<file path="src/fmd_pkg.sv">
// Purpose: Constants for the frequency measurement diagnostic record.
// Assumes: Byte-wide register port, record bytes at addresses 0 to 15.
// Notes:   Addresses 10h and 11h hold the control and summary registers.
//
// Overview of operation
// - Record is 16 bytes: basic record in bytes 0-3, twelve specific bytes.
// - Byte 4 bits 6..0 hold channel type code, digital input 70h.
// - Byte 4 bit 7 says whether more channel types follow.
// - Byte 5 reads diagnostic bits per channel, constant 08h.
// - Byte 6 reads number of channels, constant 08h.
// - Byte 7 bits 0-3 flag errors of the four input groups.
// - Byte 7 bits 4-7 flag errors of frequency meters 0 to 3.
// - Bytes 8-11 flag lost interrupts of 16 inputs at even bits.
// - Byte 12 bit 0 flags lost end-of-integration interrupt, meter 0.
// - Bytes 13-15 bit 0 flag lost end-of-integration, meters 1 to 3.
package fmd_pkg;
  localparam int        ADDR_W          = 5;
  localparam int        DATA_W          = 8;
  localparam int        REC_BYTES       = 16;
  localparam int        BASIC_BYTES     = 4;
  localparam int        DI_NUM          = 16;
  localparam int        MEAS_NUM        = 4;
  localparam int        GRP_NUM         = 4;
  localparam int        DI_PER_BYTE     = 4;

  localparam logic [4:0] OFS_BASIC      = 5'h00;
  localparam logic [4:0] OFS_CHTYPE     = 5'h04;
  localparam logic [4:0] OFS_DIAG_BITS  = 5'h05;
  localparam logic [4:0] OFS_CHAN_NUM   = 5'h06;
  localparam logic [4:0] OFS_GRP_ERR    = 5'h07;
  localparam logic [4:0] OFS_DI_LOST    = 5'h08;
  localparam logic [4:0] OFS_MEAS_LOST  = 5'h0C;
  localparam logic [4:0] OFS_CTRL       = 5'h10;
  localparam logic [4:0] OFS_SUMMARY    = 5'h11;

  localparam logic [6:0] CHTYPE_DIG_IN  = 7'h70;
  localparam logic [6:0] CHTYPE_ANA_IN  = 7'h71;
  localparam logic [6:0] CHTYPE_DIG_OUT = 7'h72;
  localparam logic [6:0] CHTYPE_ANA_OUT = 7'h73;
  localparam logic [6:0] CHTYPE_ANA_IO  = 7'h74;
  localparam logic [7:0] DIAG_BITS_VAL  = 8'h08;
  localparam logic [7:0] CHAN_NUM_VAL   = 8'h08;

  localparam int        CTRL_CLR_ALL    = 0;
  localparam int        CTRL_RD_CLR     = 1;
  localparam logic [1:0] CTRL_RST       = 2'h2;
  localparam int        SUM_DI_LOST     = 0;
  localparam int        SUM_MEAS_LOST   = 1;
  localparam int        SUM_ANY_ERR     = 2;
endpackage

</file>
<file path="src/fmd_lost_flag.sv">
// Purpose: Bank of lost-interrupt flags, one per interrupt source.
// Assumes: Request, acknowledge and clear are one-cycle pulses per bit.
// Notes:   A lost request beside a clear of the same flag keeps the flag set.
`timescale 1ns/1ps
module fmd_lost_flag #(
  parameter int N = 4
) (
  input  wire logic         clk,     // System clock.
  input  wire logic         rst_n,   // Synchronised reset, active low.
  input  wire logic [N-1:0] irq,     // New process interrupt per source.
  input  wire logic [N-1:0] ack,     // Acknowledge of the outstanding interrupt.
  input  wire logic [N-1:0] clr,     // Clear of the lost flag.
  output logic      [N-1:0] lost     // Lost-interrupt flags.
);
  logic [N-1:0] pend_r;
  logic [N-1:0] pend_nxt;
  logic [N-1:0] lost_nxt;
  wire  [N-1:0] set_w;

  // An acknowledge in the same cycle as the new request frees the slot in time.
  assign set_w    = irq & pend_r & ~ack;
  assign pend_nxt = irq | (pend_r & ~ack);
  assign lost_nxt = set_w | (lost & ~clr);

  always_ff @(posedge clk or negedge rst_n) begin
    if (!rst_n) begin
      pend_r <= '0;
      lost   <= '0;
    end else begin
      pend_r <= pend_nxt;
      lost   <= lost_nxt;
    end
  end
endmodule

</file>
<file path="src/fmd_record.sv">
// Purpose: Diagnostic record of the integrated inputs in frequency measurement mode.
// Assumes: Inputs are synchronous to clk; the basic record is supplied from outside.
// Notes:   Read data appear one cycle after the read strobe and only then.
`timescale 1ns/1ps
module fmd_record #(
  parameter int DI_N   = fmd_pkg::DI_NUM,
  parameter int MEAS_N = fmd_pkg::MEAS_NUM
) (
  input  wire logic                        clk,          // 40 MHz system clock.
  input  wire logic                        rst_n,        // Asynchronous reset, active low.
  input  wire logic [31:0]                 basic_rec,    // Basic record, byte 0 in bits 7:0.
  input  wire logic                        more_types,   // Further channel types follow.
  input  wire logic [fmd_pkg::GRP_NUM-1:0] grp_err,      // Error per input group.
  input  wire logic [MEAS_N-1:0]           meter_err,    // Error per frequency meter.
  input  wire logic [DI_N-1:0]             di_irq,       // Input process interrupt pulse.
  input  wire logic [DI_N-1:0]             di_ack,       // Input interrupt acknowledge.
  input  wire logic [MEAS_N-1:0]           meas_irq,     // End of integration time pulse.
  input  wire logic [MEAS_N-1:0]           meas_ack,     // End of integration acknowledge.
  input  wire logic [fmd_pkg::ADDR_W-1:0]  addr,         // Register address.
  input  wire logic [fmd_pkg::DATA_W-1:0]  wdata,        // Write data.
  input  wire logic                        wr,           // Write strobe.
  input  wire logic                        rd,           // Read strobe.
  output logic      [fmd_pkg::DATA_W-1:0]  rdata,        // Read data, one cycle after rd.
  output logic                             lost_any      // Some lost flag is set.
);
  logic                           rst_s1_r;
  logic                           rst_s2_r;
  logic [fmd_pkg::GRP_NUM-1:0]    grp_err_r;
  logic [MEAS_N-1:0]              meter_err_r;
  logic [31:0]                    basic_r;
  logic                           more_r;
  logic                           rd_clr_en_r;
  logic                           rd_clr_en_nxt;
  logic [fmd_pkg::DATA_W-1:0]     rdata_nxt;
  logic [DI_N-1:0]                di_lost;
  logic [MEAS_N-1:0]              meas_lost;
  logic [DI_N-1:0]                di_clr;
  logic [MEAS_N-1:0]              meas_clr;
  logic [8*fmd_pkg::REC_BYTES-1:0] rec_w;

  // The rest of the design sees only the synchronised copy of the reset.
  always_ff @(posedge clk or negedge rst_n) begin
    if (!rst_n) begin
      rst_s1_r <= 1'b0;
      rst_s2_r <= 1'b0;
    end else begin
      rst_s1_r <= 1'b1;
      rst_s2_r <= rst_s1_r;
    end
  end

  wire rstn_w = rst_s2_r;

  // Address decode.
  wire in_rec_w   = (addr < 5'(fmd_pkg::REC_BYTES));
  wire sel_ctrl_w = (addr == fmd_pkg::OFS_CTRL);
  wire sel_sum_w  = (addr == fmd_pkg::OFS_SUMMARY);
  wire sel_di_w   = (addr >= fmd_pkg::OFS_DI_LOST) && (addr < fmd_pkg::OFS_MEAS_LOST);
  wire sel_meas_w = (addr >= fmd_pkg::OFS_MEAS_LOST) && in_rec_w;
  wire [1:0] di_byte_w   = 2'(addr - fmd_pkg::OFS_DI_LOST);
  wire [1:0] meas_byte_w = 2'(addr - fmd_pkg::OFS_MEAS_LOST);

  wire wr_clr_all_w = wr && sel_ctrl_w && wdata[fmd_pkg::CTRL_CLR_ALL];
  wire rd_clr_w     = rd && rd_clr_en_r;

  assign rd_clr_en_nxt = (wr && sel_ctrl_w) ? wdata[fmd_pkg::CTRL_RD_CLR] : rd_clr_en_r;

  // Lost flags clear by reading their byte while read-clear is enabled, by writing ones to it, or by clear-all.
  genvar gi;
  generate
    for (gi = 0; gi < DI_N; gi++) begin : g_di_clr
      assign di_clr[gi] = wr_clr_all_w ||
        (sel_di_w && (di_byte_w == 2'(gi / fmd_pkg::DI_PER_BYTE)) &&
         (rd_clr_w || (wr && wdata[2*(gi % fmd_pkg::DI_PER_BYTE)])));
    end
    for (gi = 0; gi < MEAS_N; gi++) begin : g_meas_clr
      assign meas_clr[gi] = wr_clr_all_w ||
        (sel_meas_w && (meas_byte_w == 2'(gi)) && (rd_clr_w || (wr && wdata[0])));
    end
  endgenerate

  fmd_lost_flag #(
    .N     (DI_N)
  ) u_di_lost (
    .clk   (clk),
    .rst_n (rstn_w),
    .irq   (di_irq),
    .ack   (di_ack),
    .clr   (di_clr),
    .lost  (di_lost)
  );

  fmd_lost_flag #(
    .N     (MEAS_N)
  ) u_meas_lost (
    .clk   (clk),
    .rst_n (rstn_w),
    .irq   (meas_irq),
    .ack   (meas_ack),
    .clr   (meas_clr),
    .lost  (meas_lost)
  );

  // Record image, byte n in bits 8n+7 to 8n.
  assign rec_w[31:0]  = basic_r;
  assign rec_w[38:32] = fmd_pkg::CHTYPE_DIG_IN;
  assign rec_w[39]    = more_r;
  assign rec_w[47:40] = fmd_pkg::DIAG_BITS_VAL;
  assign rec_w[55:48] = fmd_pkg::CHAN_NUM_VAL;
  assign rec_w[59:56] = grp_err_r;
  assign rec_w[63:60] = meter_err_r;

  generate
    for (gi = 0; gi < DI_N; gi++) begin : g_di_bits
      assign rec_w[64 + 2*gi]     = di_lost[gi];
      assign rec_w[64 + 2*gi + 1] = 1'b0;
    end
    for (gi = 0; gi < MEAS_N; gi++) begin : g_meas_bits
      assign rec_w[96 + 8*gi]            = meas_lost[gi];
      assign rec_w[96 + 8*gi + 7 -: 7]   = 7'h00;
    end
  endgenerate

  wire [fmd_pkg::DATA_W-1:0] rec_byte_w = rec_w[8*addr[3:0] +: 8];
  wire [fmd_pkg::DATA_W-1:0] ctrl_w     = {6'h00, rd_clr_en_r, 1'b0};
  wire [fmd_pkg::DATA_W-1:0] sum_w      = {5'h00, (|grp_err_r) | (|meter_err_r),
                                           |meas_lost, |di_lost};

  // Unmapped addresses and idle cycles read as zero.
  assign rdata_nxt = !rd        ? 8'h00 :
                     in_rec_w   ? rec_byte_w :
                     sel_ctrl_w ? ctrl_w :
                     sel_sum_w  ? sum_w : 8'h00;

  always_ff @(posedge clk or negedge rstn_w) begin
    if (!rstn_w) begin
      grp_err_r   <= '0;
      meter_err_r <= '0;
      basic_r     <= 32'h0000_0000;
      more_r      <= 1'b0;
      rd_clr_en_r <= fmd_pkg::CTRL_RST[fmd_pkg::CTRL_RD_CLR];
      rdata       <= 8'h00;
      lost_any    <= 1'b0;
    end else begin
      grp_err_r   <= grp_err;
      meter_err_r <= meter_err;
      basic_r     <= basic_rec;
      more_r      <= more_types;
      rd_clr_en_r <= rd_clr_en_nxt;
      rdata       <= rdata_nxt;
      lost_any    <= (|di_lost) | (|meas_lost);
    end
  end
endmodule

</file>
<file path="config.mk">
export PLATFORM = sky130hd
export DESIGN_NAME = fmd_record
export DESIGN_NICKNAME = d
export VERILOG_FILES = /design/src/fmd_pkg.sv /design/src/fmd_lost_flag.sv /design/src/fmd_record.sv
export SDC_FILE = /design/constraint.sdc
export NUM_CORES = 1
export LEC_CHECK = 0
export ABC_AREA = 1
export BUFFER_PORTS_ARGS = -buffer_cell sky130_fd_sc_hd__buf_2
export CAP_MARGIN = 30
export CORE_MARGIN = 4
export CORE_UTILIZATION = 52
export CTS_CLUSTER_DIAMETER = 100
export DETAILED_ROUTE_END_ITERATION = 16
export PLACE_DENSITY = 0.86
export SLEW_MARGIN = 20
export SYNTH_ARGS = -nofsm -noshare
export SYNTH_HDL_FRONTEND = slang
export SYNTH_SLANG_ARGS = --single-unit
</file>
<file path="constraint.sdc">
create_clock -name clk -period 3.35 [get_ports clk]
set_clock_uncertainty 0.1 [all_clocks]
set_input_delay 0.1675 -clock clk [delete_from_list [all_inputs] [get_ports clk]]
set_output_delay 0.1675 -clock clk [all_outputs]
set_load 0.01 [all_outputs]
</file>
==> results of run 1 <==
[cells by family after synthesis]
family                 Yosys count
AOI/OAI and AO/OA               51
buffers and inverters           73
and+or+nand+nor                213
muxes                            1
other                            1
DFF                             93
[final cells by class]
class                      instances  area share [%]
inverter                          67           4.464
multi-input combinational        266           21.65
clock inverter                     7           1.241
tap                               99           2.156
timing repair buffer             209           27.74
sequential                        93           40.59
clock buffer                       9           2.156
[critical path, delay by kind of cell, from the launching register on]
| family | cells | cell delay, ps |
|---|---|---|
| buffers and inverters | 2 | 660 |
| AND/OR/NAND/NOR | 4 | 600 |
| flip-flops | 1 | 550 |
| AO/OA/AOI/OAI | 2 | 380 |
[worst paths after layout]
kind / cells after the start / to / from / slack (ps)
max: 8 / u_meas_lost.lost[1] / rd_clr_en_r / 940
min reg2reg: 0 / basic_r[1] / rst_s2_r / 200
min: 3 / rdata[1] / rd / 20
max in group asynchronous: 1 / rd_clr_en_r / rst_s2_r / 2240
max reg2reg: 8 / u_meas_lost.lost[1] / rd_clr_en_r / 940
min in group asynchronous: 0 / basic_r[1] / rst_s2_r / 200
[stage by stage]
stage	utilization [%]	power (mW)
final	79.21	2.353
after global routing	79.21	2.451
after CTS	79.21	2.341
after detailed placement	62.03	1.507
after global placement	61.65	1.492
after floorplan	-	1.392
[sequential cells by signal (all words and copies together) (netlist names)]
register	count
u_meas_lost.lost	4
u_di_lost.pend_r	16
more_r	1
rdata	8
meter_err_r	4
rst_s2_r	1
lost_any	1
u_di_lost.lost	16
grp_err_r	4
basic_r	32
u_meas_lost.pend_r	4
rst_s1_r	1
rd_clr_en_r	1
[cells in the mapped netlist, types with 2 or more instances]
cell / instances
nand2_1: 127
dfrtp_1: 92
inv_1: 63
nor2_1: 32
nand3_1: 31
o21ai_1: 20
o21ai_0: 12
a21oi_1: 7
nor2_2: 6
nand3_2: 5
buf_6: 4
nand4_1: 3
nor2_4: 3
a22oi_1: 2
a31oi_1: 2
buf_4: 2
inv_4: 2
nand2_2: 2
nand2_4: 2
o31ai_1: 2
[per-layer routing]
metal,vias up,routed length (um),share of wire [%]
met5,-,0,0
met4,0,502,4.3
met3,42,745,6.3
met2,196,6481,55
met1,1816,4006,34
li1,1773,-,-
[power breakdown]
group	total [mW]	internal, mW	leakage, nW	switching [mW]
Clock	0.749	0.348	0.104	0.401
Sequential	1.24	1.19	1.03	0.0457
Combinational	0.364	0.186	1.83	0.178
Total	2.35	1.73	2.96	0.625
==> metrics.md, run 1 <==
| Metric | Value |
|---|---|
| Status | finished, final reports clean |
| Worst path most repeated cell | nand2_1 |
| Storage element area | 2332 sq um |
| Worst Setup Slack, final | 940.5 ps |
| Max-cap violations | 0 |
| Post-Synth XOR/XNOR Area | 0% |
| Final setup viols | 0 |
| M1 GR Usage | 29.54% |
| Inserted Diodes | 0 |
| Clk pin slew, worst setup/hold paths | 90 ps |
| Avg WL per Cell | 15.65 um |
| Worst Max-Slew Pin Slew | 686.6 ps |
| Cells after DPL | 629 |
| CP Data Arrival Time | 2550 ps |
| Post-synthesis sequential area ratio | 59.88% |
| TNS Setup | 0 ps |
| Vias in the first global route | 4078 |
| Fmax achieved | 0.4150 GHz |
| Placed instance area | 4499 sq um |
| Top Usage Layer GRT | met2 |
| P_leak | 2.963 nW |
| Hold_ws | 20.57 ps |
| CP max stage delay | 570 ps |
| Placeable Area | 7253 sq um |
| WP data required | 3490 ps |
| Setup crit start kind | flip-flop |
| GR met3 Demand/Resource | 5.817% |
| Synth Area in Compound Gates | 7.465% |
| Post-synthesis async set-or-reset flop share | 100.0% |
| Post-CTS sizing | 0 |
| Final WL | 11.74 mm |
| DR vias | 3827 |
| Yosys warning count | 0 |
| Largest family of logic cells by synthesized area | simple AND/OR/NAND/NOR gates |
| Die area | 8926 sq um |
| Maximum vdd drop | 241.4 uV |
| Placer Congestion | 0.8475 |
| Post-CTS Hold Buffers | 105 |
| Slew Limit Headroom | 54.18% |
| Yosys cell types | 33 |
| Num ports | 107 |
| Post-synthesis cell count | 432 |
| Dpl ws | 1322 ps |
| Setup CP Type | flip-flop to flip-flop |
| First-pass GRT wire length | 18.74 mm |
| Most frequent cells in the layout | nand2_1 (127), dlygate4sd3_1 (105), buf_2 (103), dfrtp_1 (91), inv_1 (63) |
| Unrepaired setup endpoints after global routing | false |
| CTS Sinks | 93 |
| Tightest Hold Check Type | input port to flip-flop |
| Largest net degree at the start of global routing | 55 |
| Root buffer cell | clkbuf_8 |
| Crit path cell chain | nand2_1, o21ai_1, inv_1, nor2_1, nand2_1, nand3_2, o31ai_1, dlygate4sd3_1 |
| Filler cell count | 463 |
| Nets@finish | 744 |
| Non-filler cells in the finished layout | 750 |
| Cell taking the most area after synthesis | dfrtp_1 |
| Starting Density | 53.61% |
| Clock latency on the worst-skew pair | 360 ps |
| Synth-to-Final Area Change | 47.75% |
| Die height | 94.48 um |
| Commonest non-fill, non-tap cell in the layout | nand2_1 |
| Synth Area per Inst | 9.002 sq um |
| Share of layout cells above drive strength 1 | 22.58% |
| # port buffers | 103 |
| Total CTS buffers | 9 |
| Net Count, Synth | 530 |
| Chip width | 94.48 um |
| EDFF count, synth | 0 |
| # H-tree levels | 3 |
| Proportion of netlist area held by the largest area contributor | 59.20% |
| Setup bufs post-CTS | 0 |
| Total power density per cell area | 409.6 nW/um^2 |
| CTS tree | built |
| Post-synthesis adder-cell area fraction | 0% |
| Crit path max fanout | 5 |
| # rows | 31 |
| Initial antenna violation count | 0 |
| Mux contribution to synthesized area | 0.2896% |
| Area of the multi-input gates | 1244 sq um |
| Via density per instance | 5.103 |
| CP endpoint kind | flip-flop |
| Detailed Routing Iterations Pass 1 | 6 |
| GR Overflow Total | 0 |
| DRT iter0 DRCs | 244 |
| Final instance area | 5746 sq um |
| Dpl hpwl | 6.840 mm |
| Antenna-violating nets left | 0 |
| Cell Area, Synth | 3889 sq um |
| CP max-delay cell | dlygate4sd3_1 |
| Top cells by area, synth | dfrtp_1 (59%), nand2_1 (12%), inv_1 (6.1%), nand3_1 (4.0%), nor2_1 (3.1%) |
| GRT Util Overall | 28.00% |
| Synth Flop Type | dfrtp_1 |
| Simple-gate share of the synthesized area | 24.13% |
| Fin. Hold Viols | 0 |
| Met2 Resource Use GR | 51.95% |
| DRC violations left | 0 |
| Crit path time final | 2409 ps |
| Synth Register Bits | 93 |
| CTS Buffer Depth | 2 |
| Fin. max-slew vios | 0 |
| Final period util | 71.92% |
Power figures use the tool's default switching activity.
==> run 2: changes to the inputs <==
clock period = 2.22 ns   (was 3.35 ns; I/O delays follow)
==> metrics.md, run 2 (synthesis results as in run 1) <==
| Metric | Value |
|---|---|
| Crit path time final | 1814 ps |
| Hold Path Cell Cnt | 3 |
| Fmax achieved | 0.5512 GHz |
| # port buffers | 103 |
| CP endpoint kind | flip-flop |
| Detailed Routing Iterations Pass 1 | 5 |
| Max reg flops | 32 |
| Filler cell count | 455 |
| CP max-delay cell | dfstp_2 |
| DR vias | 3810 |
| Wl on met1 | 3.988 mm |
| Reg2Reg Depth | 7 |
| Hold_ws | 69.43 ps |
| Regs by FF count | basic_r (32), u_di_lost.lost (16), u_di_lost.pend_r (16) |
| Tightest Hold Check Type | input port to flip-flop |
| Num ports | 107 |
| Antenna-violating nets left | 0 |
| Worst path most repeated cell | nand2_1 |
| WP buf/inv | 1 |
| Final WL | 11.60 mm |
| Maximum vdd drop | 415.6 uV |
| Dpl hpwl | 6.943 mm |
| Setup CP Type | flip-flop to flip-flop |
| Final setup viols | 0 |
| FF-to-FF Start | rd_clr_en_r |
| Capturing point of the worst reg2reg path | u_meas_lost.lost[2] |
| R2r setup slk | 410 ps |
| Root buffer cell | clkbuf_8 |
| Placer Congestion | 0.9304 |
| Crit path max fanout | 5 |
| Dpl ws | 531.0 ps |
| Via density per instance | 5.087 |
| TNS Setup | 0 ps |
| Placed instance area | 4499 sq um |
| Highest routed metal layer | met4 |
| CTS tree | built |
| Most frequent cells in the layout | nand2_1 (127), dlygate4sd3_1 (104), buf_2 (103), dfrtp_1 (91), inv_1 (63) |
| DRT iter0 DRCs | 246 |
| Final period util | 81.72% |
| Worst Setup Slack, final | 405.8 ps |
| Largest net degree at the start of global routing | 55 |
| Placeable Area | 7253 sq um |
| Crit path cell chain | nand2_1, o21ai_1, inv_1, nor2_1, nand2_1, nand3_2, o31ai_1 |
| Starting Density | 53.61% |
| # H-tree levels | 3 |
| Met2 Wirelength | 5.946 mm |
| Hold endpoint | rdata[4] |
| CP Data Arrival Time | 1950 ps |
| CP max stage delay | 550 ps |
| Worst Hold Launch | addr[3] |
| Fin. max-slew vios | 0 |
| Most flops, register | basic_r |
| CTS Buffer Depth | 2 |
| Commonest non-fill, non-tap cell in the layout | nand2_1 |
| Initial antenna violation count | 0 |
| Clk pin slew, worst setup/hold paths | 90 ps |
| Crit. path cell count | 7 |
| Total power density per cell area | 617.0 nW/um^2 |
| Synth-to-Final Area Change | 47.52% |
| Nets@finish | 744 |
| Chip width | 94.48 um |
| DRC violations left | 0 |
| WP data required | 2360 ps |
| GRT Util Overall | 27.55% |
| Inserted Diodes | 0 |
| Share of layout cells above drive strength 1 | 22.62% |
| Setup crit start kind | flip-flop |
| Avg WL per Cell | 15.49 um |
| WL met3 | 899 um |
| Vias in the first global route | 4087 |
| P_leak | 2.964 nW |
| Setup bufs post-CTS | 0 |
| # rows | 31 |
| Total CTS buffers | 9 |
| Clock latency on the worst-skew pair | 350 ps |
| Die height | 94.48 um |
| Die area | 8926 sq um |
| First-pass GRT wire length | 18.53 mm |
| GR Overflow Total | 0 |
| Max-cap violations | 0 |
| Critical path's top delay family | simple AND/OR/NAND/NOR gates |
| Fin. Hold Viols | 0 |
| Unrepaired setup endpoints after global routing | false |
| Status | finished, final reports clean |
| CTS Sinks | 93 |
| Final instance area | 5737 sq um |
run 2: changes by cell type in the layout (fill, tap and decap cells not counted):
cell           change
buf_12             +1
buf_16             -1
buf_4              +1
clkinv_2           -2
clkinv_4           +1
dlygate4sd3_1      -1
inv_6              -1
inv_8              +1
run 2: how the worst max path moves through the flow:
stage           startpoint                   to  slack, ps
2_1_floorplan     rst_s2_r           basic_r[0]        550
3_3_place_gp   rd_clr_en_r  u_meas_lost.lost[1]        590
3_5_place_dp   rd_clr_en_r  u_meas_lost.lost[2]        530
4_1_cts        rd_clr_en_r  u_meas_lost.lost[2]        470
5_1_grt        rd_clr_en_r  u_meas_lost.lost[3]        340
6_report       rd_clr_en_r  u_meas_lost.lost[2]        410
run 2: worst reg2reg max path, cell delays in order (launching register included):
cell and delay, ps:
dfstp_2 550, nand2_1 110, o21ai_1 250, inv_1 100
nor2_1 310, nand2_1 110, nand3_2 80, o31ai_1 90
run 2: area by class of cell:
cell class	count	area, sq um	area share, %
Inverter	67	256.5	4.471
Tap cell	99	123.9	2.159
Clock buffer	9	123.9	2.159
Sequential cell	93	2332	40.65
Clock inverter	6	72.57	1.265
Multi-Input combinational cell	266	1244	21.68
Timing Repair Buffer	209	1584	27.61
run 2: per-stage QoR:
| step | power [mW] | util [%] | std cells |
|---|---|---|---|
| 2_1_floorplan | 2.101 | - | 432 |
| 3_3_place_gp | 2.256 | 62.03 | 630 |
| 3_5_place_dp | 2.275 | 62.03 | 630 |
| 4_1_cts | 3.527 | 79.09 | 749 |
| 5_1_grt | 3.688 | 79.09 | 749 |
| 6_report | 3.539 | 79.09 | 749 |
run 2: power by group:
part | internal [mW] | switching (mW) | total [mW]
sequential | 1.80 | 0.0697 | 1.87
combinational | 0.278 | 0.268 | 0.546
clock | 0.528 | 0.593 | 1.12
run 2: repair_timing:
action	CTS	global route
hold buffers	104	0
hold endpoints to repair	86	0
resized for setup	0	0
endpoints found under the setup margin	0	0
run 2: routing by layer:
layer / track usage [%] / up-vias
li1: - / 1766
met1: 27.78 / 1744
met2: 49.94 / 230
met3: 6.614 / 70
met4: 18.63 / 0
met5: 0 / -
